File: config.mk
export PLATFORM = sky130hd
export DESIGN_NAME = misc_system_control
export DESIGN_NICKNAME = d
export VERILOG_FILES = /design/src/misc_ctrl_pkg.sv /design/src/misc_system_control.sv
export SDC_FILE = /design/constraint.sdc
export NUM_CORES = 1
export LEC_CHECK = 0
export BUFFER_PORTS_ARGS = -buffer_cell sky130_fd_sc_hd__buf_4
export CORE_MARGIN = 4
export CORE_UTILIZATION = 35
export CTS_CLUSTER_DIAMETER = 200
export DETAILED_ROUTE_END_ITERATION = 12
export PLACE_DENSITY_LB_ADDON = 0.3
export SYNTH_ARGS = -nofsm -noshare
export SYNTH_HDL_FRONTEND = slang
export SYNTH_SLANG_ARGS = --single-unit
File: constraint.sdc
create_clock -name clock -period 3.6 [get_ports clock]
set_input_delay 0.72 -clock clock [delete_from_list [all_inputs] [get_ports clock]]
set_output_delay 0.72 -clock clock [all_outputs]
set_load 0.05 [all_outputs]
File: src/misc_ctrl_pkg.sv
package misc_ctrl_pkg;

  // register byte addresses
  localparam logic [31:0] MISC_CTRL_ADDR  = 32'h5600_0080;
  localparam logic [31:0] IRQ_STATUS_ADDR = 32'h5600_00F0;
  localparam logic [31:0] IRQ_MASK_ADDR   = 32'h5600_00F4;

  // control register layout
  localparam int          ACT_HI        = 22;
  localparam int          ACT_LO        = 20;
  localparam int          REFRESH_BIT   = 19;
  localparam int          MEM_ONE_BIT   = 18;
  localparam int          MEM_ZERO_BIT  = 17;
  localparam int          RST_OUT_BIT   = 16;
  localparam int          SUSP_ONE_BIT  = 13;
  localparam int          SUSP_ZERO_BIT = 12;
  localparam int          PAD_ONE_HI    = 10;
  localparam int          PAD_ONE_LO    = 8;
  localparam int          PAD_ZERO_HI   = 6;
  localparam int          PAD_ZERO_LO   = 4;
  localparam int          ROLE_BIT      = 3;
  localparam int          PD_UPPER_BIT  = 1;
  localparam int          PD_LOWER_BIT  = 0;
  localparam logic [31:0] CTRL_RESET    = 32'h0001_0020;
  localparam logic [31:0] CTRL_WMASK    = 32'h007F_377B;

  // battery fault action codes
  localparam logic [1:0]  ACT_WAKE_IRQ  = 2'h2;
  localparam logic [2:0]  ACT_IGNORE    = 3'h6;
  localparam logic [2:0]  ACT_OFF       = 3'h7;

  // clock pad source codes
  localparam logic [2:0]  SRC_0 = 3'h0;
  localparam logic [2:0]  SRC_1 = 3'h1;
  localparam logic [2:0]  SRC_2 = 3'h2;
  localparam logic [2:0]  SRC_3 = 3'h3;
  localparam logic [2:0]  SRC_4 = 3'h4;
  localparam logic [2:0]  SRC_5 = 3'h5;

  // interrupt status layout
  localparam int          IRQ_BITS      = 2;
  localparam int          IRQ_FAULT     = 0;
  localparam int          IRQ_WAKE      = 1;

  typedef struct packed {
    logic        cyc;
    logic        stb;
    logic        we;
    logic [31:0] adr;
    logic [3:0]  sel;
    logic [31:0] dat;
  } wb_req_t;

  typedef struct packed {
    logic [31:0]         ctrl;
    logic [IRQ_BITS-1:0] status;
    logic [IRQ_BITS-1:0] mask;
    logic                fault_meta;
    logic                fault_sync;
    logic                ack;
    logic [31:0]         rdata;
  } state_t;

endpackage : misc_ctrl_pkg

File: src/misc_system_control.sv
// Implementation choice: the Wishbone slave port.
`timescale 1ns/100ps

// Function
// RULE1 - action code 0XX holds the system in reset while battery fault is low
// RULE2 - action 10X: battery fault low wakes the device from sleep
// RULE3 - action 10X: battery fault low in normal mode raises the fault interrupt
// RULE4 - action 110: all wake-up sources ignored in sleep while fault is low
// RULE5 - action 110: battery fault has no effect in normal mode
// RULE6 - action 111: battery fault input function fully disabled
// RULE7 - self-refresh retain bit keeps memory in self-refresh after wake; resets 0
// RULE8 - second memory clock gate: 0 passes memory clock, 1 holds 0; resets 0
// RULE9 - first memory clock gate: 0 passes memory clock, 1 holds 0; resets 0
// RULE10 - reset output level bit drives reset output pin directly; resets 1
// RULE11 - usb port one suspend bit: 1 suspend, 0 normal; resets 0
// RULE12 - usb port zero suspend bit: 1 suspend, 0 normal; resets 0
// RULE13 - second clock pad source select, six sources, 11x reserved; resets 000
// RULE14 - first clock pad source select, six sources, 11x reserved; resets 010
// RULE15 - usb port one role: 0 device, 1 host; resets 0
// RULE16 - upper data pull-downs enabled at 0, disabled at 1; resets 0
// RULE17 - lower data pull-downs enabled at 0, disabled at 1; resets 0
// RULE18 - reset gives documented values; reserved bits read zero, ignore writes
module misc_system_control (
  input  wire logic                    clock,                     // 50 MHz
  input  wire logic                    rst_n,                     // async reset
  input  wire logic                    clock_en,                  // freezes state
  input  wire misc_ctrl_pkg::wb_req_t  wb_req,                    // wishbone request
  output logic                         wb_ack,                    // wishbone ack
  output logic [31:0]                  wb_dat_o,                  // read data
  output logic                         irq,                       // level interrupt
  input  wire logic                    battery_fault_in_n,        // pin, async
  input  wire logic                    sleep_mode,                // power state
  input  wire logic                    wake_source_in,            // other wake events
  output logic                         wake_out,                  // wake to power ctl
  output logic                         hold_in_reset,             // keep system reset
  output logic                         keep_self_refresh_on_wake, // memory retain
  input  wire logic                    mem_clock,                 // memory clock
  output logic                         mem_clock_out_one,         // gated pad
  output logic                         mem_clock_out_zero,        // gated pad
  output logic                         reset_out_pin_n,           // reset pin
  output logic                         usb_port_one_suspend,      // suspend
  output logic                         usb_port_zero_suspend,     // suspend
  output logic                         usb_port_one_role,         // 1 host
  output logic                         upper_data_pulldown_off,   // d31..16
  output logic                         lower_data_pulldown_off,   // d15..0
  input  wire logic                    main_pll,                  // pad source
  input  wire logic                    usb_pll,                   // pad source
  input  wire logic                    rtc_clock,                 // pad source
  input  wire logic                    ahb_clock,                 // pad source
  input  wire logic                    peripheral_clock,          // pad source
  input  wire logic                    crystal_clock,             // pad source
  input  wire logic                    cpu_core_clock,            // pad source
  input  wire logic                    divided_clock_one,         // pad source
  input  wire logic                    divided_clock_zero,        // pad source
  output logic                         clock_pad_one,             // clock pad
  output logic                         clock_pad_zero             // clock pad
);

  misc_ctrl_pkg::state_t state;
  misc_ctrl_pkg::state_t next_state;

  logic       take;
  logic       fault_low;
  logic [2:0] act;
  logic       batt_wake;
  logic       batt_irq_ev;
  logic       wake_block;

  function automatic logic [31:0] byte_merge(input logic [31:0] old,
                                             input logic [31:0] wdat,
                                             input logic [3:0]  sel);
    logic [31:0] res;
    res = old;
    for (int i = 0; i < 4; i++) begin
      if (sel[i]) begin
        res[i*8 +: 8] = wdat[i*8 +: 8];
      end
    end
    return res;
  endfunction : byte_merge

  function automatic logic pad_mux(input logic [2:0] code, input logic [5:0] src);
    logic res;
    res = 1'b0;
    case (code)
      misc_ctrl_pkg::SRC_0: res = src[0];
      misc_ctrl_pkg::SRC_1: res = src[1];
      misc_ctrl_pkg::SRC_2: res = src[2];
      misc_ctrl_pkg::SRC_3: res = src[3];
      misc_ctrl_pkg::SRC_4: res = src[4];
      misc_ctrl_pkg::SRC_5: res = src[5];
      default:              res = 1'b0;
    endcase
    return res;
  endfunction : pad_mux

  assign take      = wb_req.cyc & wb_req.stb & ~state.ack;
  assign fault_low = ~state.fault_sync;
  assign act       = state.ctrl[misc_ctrl_pkg::ACT_HI:misc_ctrl_pkg::ACT_LO];

  // battery fault decode
  assign hold_in_reset = ~act[2] & fault_low;                                   // [RULE1]
  assign batt_wake     = sleep_mode & (act[2:1] == misc_ctrl_pkg::ACT_WAKE_IRQ)
                         & fault_low;                                           // [RULE2]
  assign batt_irq_ev   = ~sleep_mode & (act[2:1] == misc_ctrl_pkg::ACT_WAKE_IRQ)
                         & fault_low;                                           // [RULE3]
  assign wake_block    = sleep_mode & (act == misc_ctrl_pkg::ACT_IGNORE)
                         & fault_low;                                           // [RULE4]
  // codes 110 in normal mode and 111 reach none of the terms above [RULE5] [RULE6]
  assign wake_out      = (wake_source_in & ~wake_block) | batt_wake;

  always_comb begin
    next_state            = state;
    next_state.fault_meta = battery_fault_in_n;
    next_state.fault_sync = state.fault_meta;
    next_state.ack        = take;
    if (take) begin
      next_state.rdata = 32'h0000_0000;
      if (wb_req.adr == misc_ctrl_pkg::MISC_CTRL_ADDR) begin
        next_state.rdata = state.ctrl;
        if (wb_req.we) begin
          // reserved bits stay zero [RULE18]
          next_state.ctrl = byte_merge(state.ctrl, wb_req.dat, wb_req.sel)
                            & misc_ctrl_pkg::CTRL_WMASK;
        end
      end else if (wb_req.adr == misc_ctrl_pkg::IRQ_STATUS_ADDR) begin
        next_state.rdata[misc_ctrl_pkg::IRQ_BITS-1:0] = state.status;
        if (!wb_req.we) begin
          next_state.status = '0;
        end
      end else if (wb_req.adr == misc_ctrl_pkg::IRQ_MASK_ADDR) begin
        next_state.rdata[misc_ctrl_pkg::IRQ_BITS-1:0] = state.mask;
        if (wb_req.we && wb_req.sel[0]) begin
          next_state.mask = wb_req.dat[misc_ctrl_pkg::IRQ_BITS-1:0];
        end
      end
    end
    // set wins over the read clear
    if (batt_irq_ev) begin
      next_state.status[misc_ctrl_pkg::IRQ_FAULT] = 1'b1;                      // [RULE3]
    end
    if (batt_wake) begin
      next_state.status[misc_ctrl_pkg::IRQ_WAKE] = 1'b1;                       // [RULE2]
    end
  end

  always_ff @(posedge clock or negedge rst_n) begin
    if (!rst_n) begin
      state            <= '0;
      state.ctrl       <= misc_ctrl_pkg::CTRL_RESET;                            // [RULE18]
      state.fault_meta <= 1'b1;
      state.fault_sync <= 1'b1;
    end else if (clock_en) begin
      state <= next_state;
    end
  end

  assign wb_ack   = state.ack;
  assign wb_dat_o = state.rdata;
  assign irq      = |(state.status & state.mask);

  assign keep_self_refresh_on_wake = state.ctrl[misc_ctrl_pkg::REFRESH_BIT];    // [RULE7]
  // and-gating: glitch-free only if the gate bit changes while mem_clock is low
  assign mem_clock_out_one  = mem_clock & ~state.ctrl[misc_ctrl_pkg::MEM_ONE_BIT];  // [RULE8]
  assign mem_clock_out_zero = mem_clock & ~state.ctrl[misc_ctrl_pkg::MEM_ZERO_BIT]; // [RULE9]
  assign reset_out_pin_n       = state.ctrl[misc_ctrl_pkg::RST_OUT_BIT];        // [RULE10]
  assign usb_port_one_suspend  = state.ctrl[misc_ctrl_pkg::SUSP_ONE_BIT];       // [RULE11]
  assign usb_port_zero_suspend = state.ctrl[misc_ctrl_pkg::SUSP_ZERO_BIT];      // [RULE12]
  assign usb_port_one_role     = state.ctrl[misc_ctrl_pkg::ROLE_BIT];           // [RULE15]
  assign upper_data_pulldown_off = state.ctrl[misc_ctrl_pkg::PD_UPPER_BIT];     // [RULE16]
  assign lower_data_pulldown_off = state.ctrl[misc_ctrl_pkg::PD_LOWER_BIT];     // [RULE17]

  // plain muxes; a source switch can cut a pulse short on the pad
  assign clock_pad_one = pad_mux(state.ctrl[misc_ctrl_pkg::PAD_ONE_HI:misc_ctrl_pkg::PAD_ONE_LO],
                                 {divided_clock_one, peripheral_clock, ahb_clock,
                                  rtc_clock, usb_pll, main_pll});               // [RULE13]
  assign clock_pad_zero = pad_mux(state.ctrl[misc_ctrl_pkg::PAD_ZERO_HI:misc_ctrl_pkg::PAD_ZERO_LO],
                                  {divided_clock_zero, peripheral_clock, ahb_clock,
                                   cpu_core_clock, usb_pll, crystal_clock});    // [RULE14]

  // a status read taken in this cycle
  logic status_read;
  assign status_read = take & ~wb_req.we & (wb_req.adr == misc_ctrl_pkg::IRQ_STATUS_ADDR);
endmodule : misc_system_control

==> results.ini <==
[critical_path]
cp-start-kind = primary input
slowest_delay_ns = 0.45
critPathKind = primary input to output port
critPathLaunch = ahb_clock
cp_slowest_cell = mux4_2
end_kind = output port
path_max_fanout = 2
r2r-start = wb_ack$_DFFE_PN0P_
worst_path_most_repeated_cell = buf_4
crit_path_cell_trace = buf_4 -> mux4_2 -> mux2_2 -> buf_4
worstPathArrival_ns = 1.75
reg2reg_slack_ns = 1.46
cp.required_ns = 2.88

[routing]
post-route-drc-count = 0
viasPerCell = 4.91
vias = 1705
dr_wl_met3_um = 492
wl_met2_um = 2560
drt_iter0_drc = 45
routed_wl_um = 5230
drt-met1-wl_um = 2110
wl_per_cell_um = 15.1
highest_layer = met4
dr.pass1.iters = 4
drtAntennaViolNets = 0

[die]
core-area_sq_um = 6420
fp.dieW_um = 90.0
row_count = 29
dieArea_sq_um = 8100
start_util_pct = 36.6
ios = 134
die_y_um = 90.0

[clock_network]
cts_max_path_buffers = 2
cts_tree = yes
cts_buffers = 5
clkTransAtPathRegs_ns = 0.08
htreeDepth = 2
root_buffer = clkbuf_8
cts_hold_buf = 0
postCtsResizedCells = 0
postCtsSetupBuffers = 0
cts_sinks = 43
clkLatencyLatePin_ns = 0.28

[placement]
place_congestion = 0.741
dp_hpwl_um = 4290
port_buffers = 104

[synth]
synth_ff_type = dfrtp_1
synthArstFlopShare_pct = 100
ys_ff_latch = 43
synth_edf_count = 0
synth-seq-area-share_pct = 46.0
synth_top_area_share_pct = 41.5
ys_types = 34
synth_warnings = 0
yosys.area.top_type = dfrtp_1
avgSynthCellArea_sq_um = 13.1
synthTopCellsByArea = dfrtp_1 41%, buf_4 11%, a22o_1 6.3%, mux2_1 5.3%, nor4_4 4.5%
syn_inst = 179
synthesis.area_sq_um = 2350

[sta]
final_hold_viol_count = 0
rsz0062_at_grt = no
min_period_ns = 2.47
relSlewSlack_pct = 58.0
min_period_over_period_pct = 68.6
tns_ns = 0
setup_viol = 0
clock.fmax_mhz = 405
max_slew.worst_pin.slew_ns = 0.627
drv_slew = 0
finClkSkew_ns = 0.00410

[global_route]
grt_overflow = 0
antenna_found_initial = 0
grt_pass1_vias = 1778
grt_usage_pct = 12.7
grt_pass1_wl_um = 8490
grt_max_degree = 44

[cells_and_area]
drive_above_1_share_pct = 53.7
num_antenna_cells = 0
final_common_cell = buf_4
final_net_count = 357
nFillCells = 629
layout_common_cells = 106 x buf_4, 39 x dfrtp_1, 17 x a22o_1
post-route-util_pct = 48.9
area_growth_syn_to_layout_pct = 33.5

[job]
max_cap_violations = 0

[power_and_ir_drop]
max-vdd-ir-drop_mv = 0.229
power_density_nw_per_um2 = 324
p_leak_nw = 1.60
power_mw = 1.02

[min_path]
hold_class = primary input to async pin

[status]
status = completed

[state kept, by name, indices dropped and copies added, names as in the netlist]
| name | count |
|---|---|
| wb_dat_o | 18 |
| state | 13 |
| act | 3 |
| keep_self_refresh_on_wake | 1 |
| lower_data_pulldown_off | 1 |
| next_state | 1 |
| reset_out_pin_n | 1 |
| upper_data_pulldown_off | 1 |
| usb_port_one_role | 1 |
| usb_port_one_suspend | 1 |
| usb_port_zero_suspend | 1 |
| wb_ack | 1 |
[metrics by stage]
stage / area [sq um] / cells / worst slack (ns) / hold WS [ns]
after floorplan: 2400 / 192 / 0.969 / 0.424
after global placement: 3040 / 340 / 1.08 / 0.471
final: 3140 / 347 / 1.13 / 0.423
after CTS: 3140 / 347 / 1.13 / 0.437
after global routing: 3140 / 347 / 1.11 / 0.448
after detailed placement: 3040 / 340 / 1.05 / 0.473
[report_power, final]
part	internal, mW	switching [mW]	leakage (nW)
combinational	0.0712	0.0972	0.975
clock	0.203	0.153	0.0513
sequential	0.489	0.00303	0.576
total	0.763	0.253	1.60
[worst paths after layout]
kind                                      endpoint  cells past startpoint
min in group clock         wb_dat_o[1]$_DFFE_PN0P_                      2
max                                 clock_pad_zero                      4
max reg2reg                  state[37]$_DFFE_PN0P_                      4
min reg2reg                wb_dat_o[1]$_DFFE_PN0P_                      2
max in group asynchronous    state[44]$_DFFE_PN1P_                      1
min                             act[1]$_DFFE_PN0P_                      1
[synth_stat cells, types with 3 or more instances]
library cell and number:
dfrtp_1 39, buf_4 33, a22o_1 17, mux2_1 11, mux2_4 7, mux2_2 6, nand3_1 6, nor2_1 6
nor4_4 5, dfstp_2 4, mux2i_1 4, o21ai_0 4, inv_1 3, nand2_1 3, nor3_4 3
[cells by family after synthesis]
group	Yosys count	synth area share, %
simple gates	41	17.8
mux	30	16.2
buf+inv	38	11.3
other cells	1	0.159
compound gates	26	8.51
flops	43	46.0
[final cells by class]
type                            instances  area (sq um)  area share (%)
Inverter                                3          11.3           0.359
Sequential cell                        43          1080            34.4
Timing Repair Buffer                  106           796            25.3
Clock inverter                          1          30.0           0.956
Multi-Input combinational cell        111          1050            33.5
Clock buffer                            6          72.6            2.31
Tap cell                               77          96.3            3.07
[layer usage]
metal  global-route usage [%]  vias to the layer above
li1                         -                      798
met1                     15.3                      810
met2                     21.8                       88
met3                     4.26                        9
met4                     3.57                        0
met5                        0                        -
[worst max-delay path: cells and delay by family]
family / cells / cell delay, ns
multiplexers: 2 / 0.72
buffers and inverters: 2 / 0.30
No activity file was read; power rests on OpenSTA's default activity.
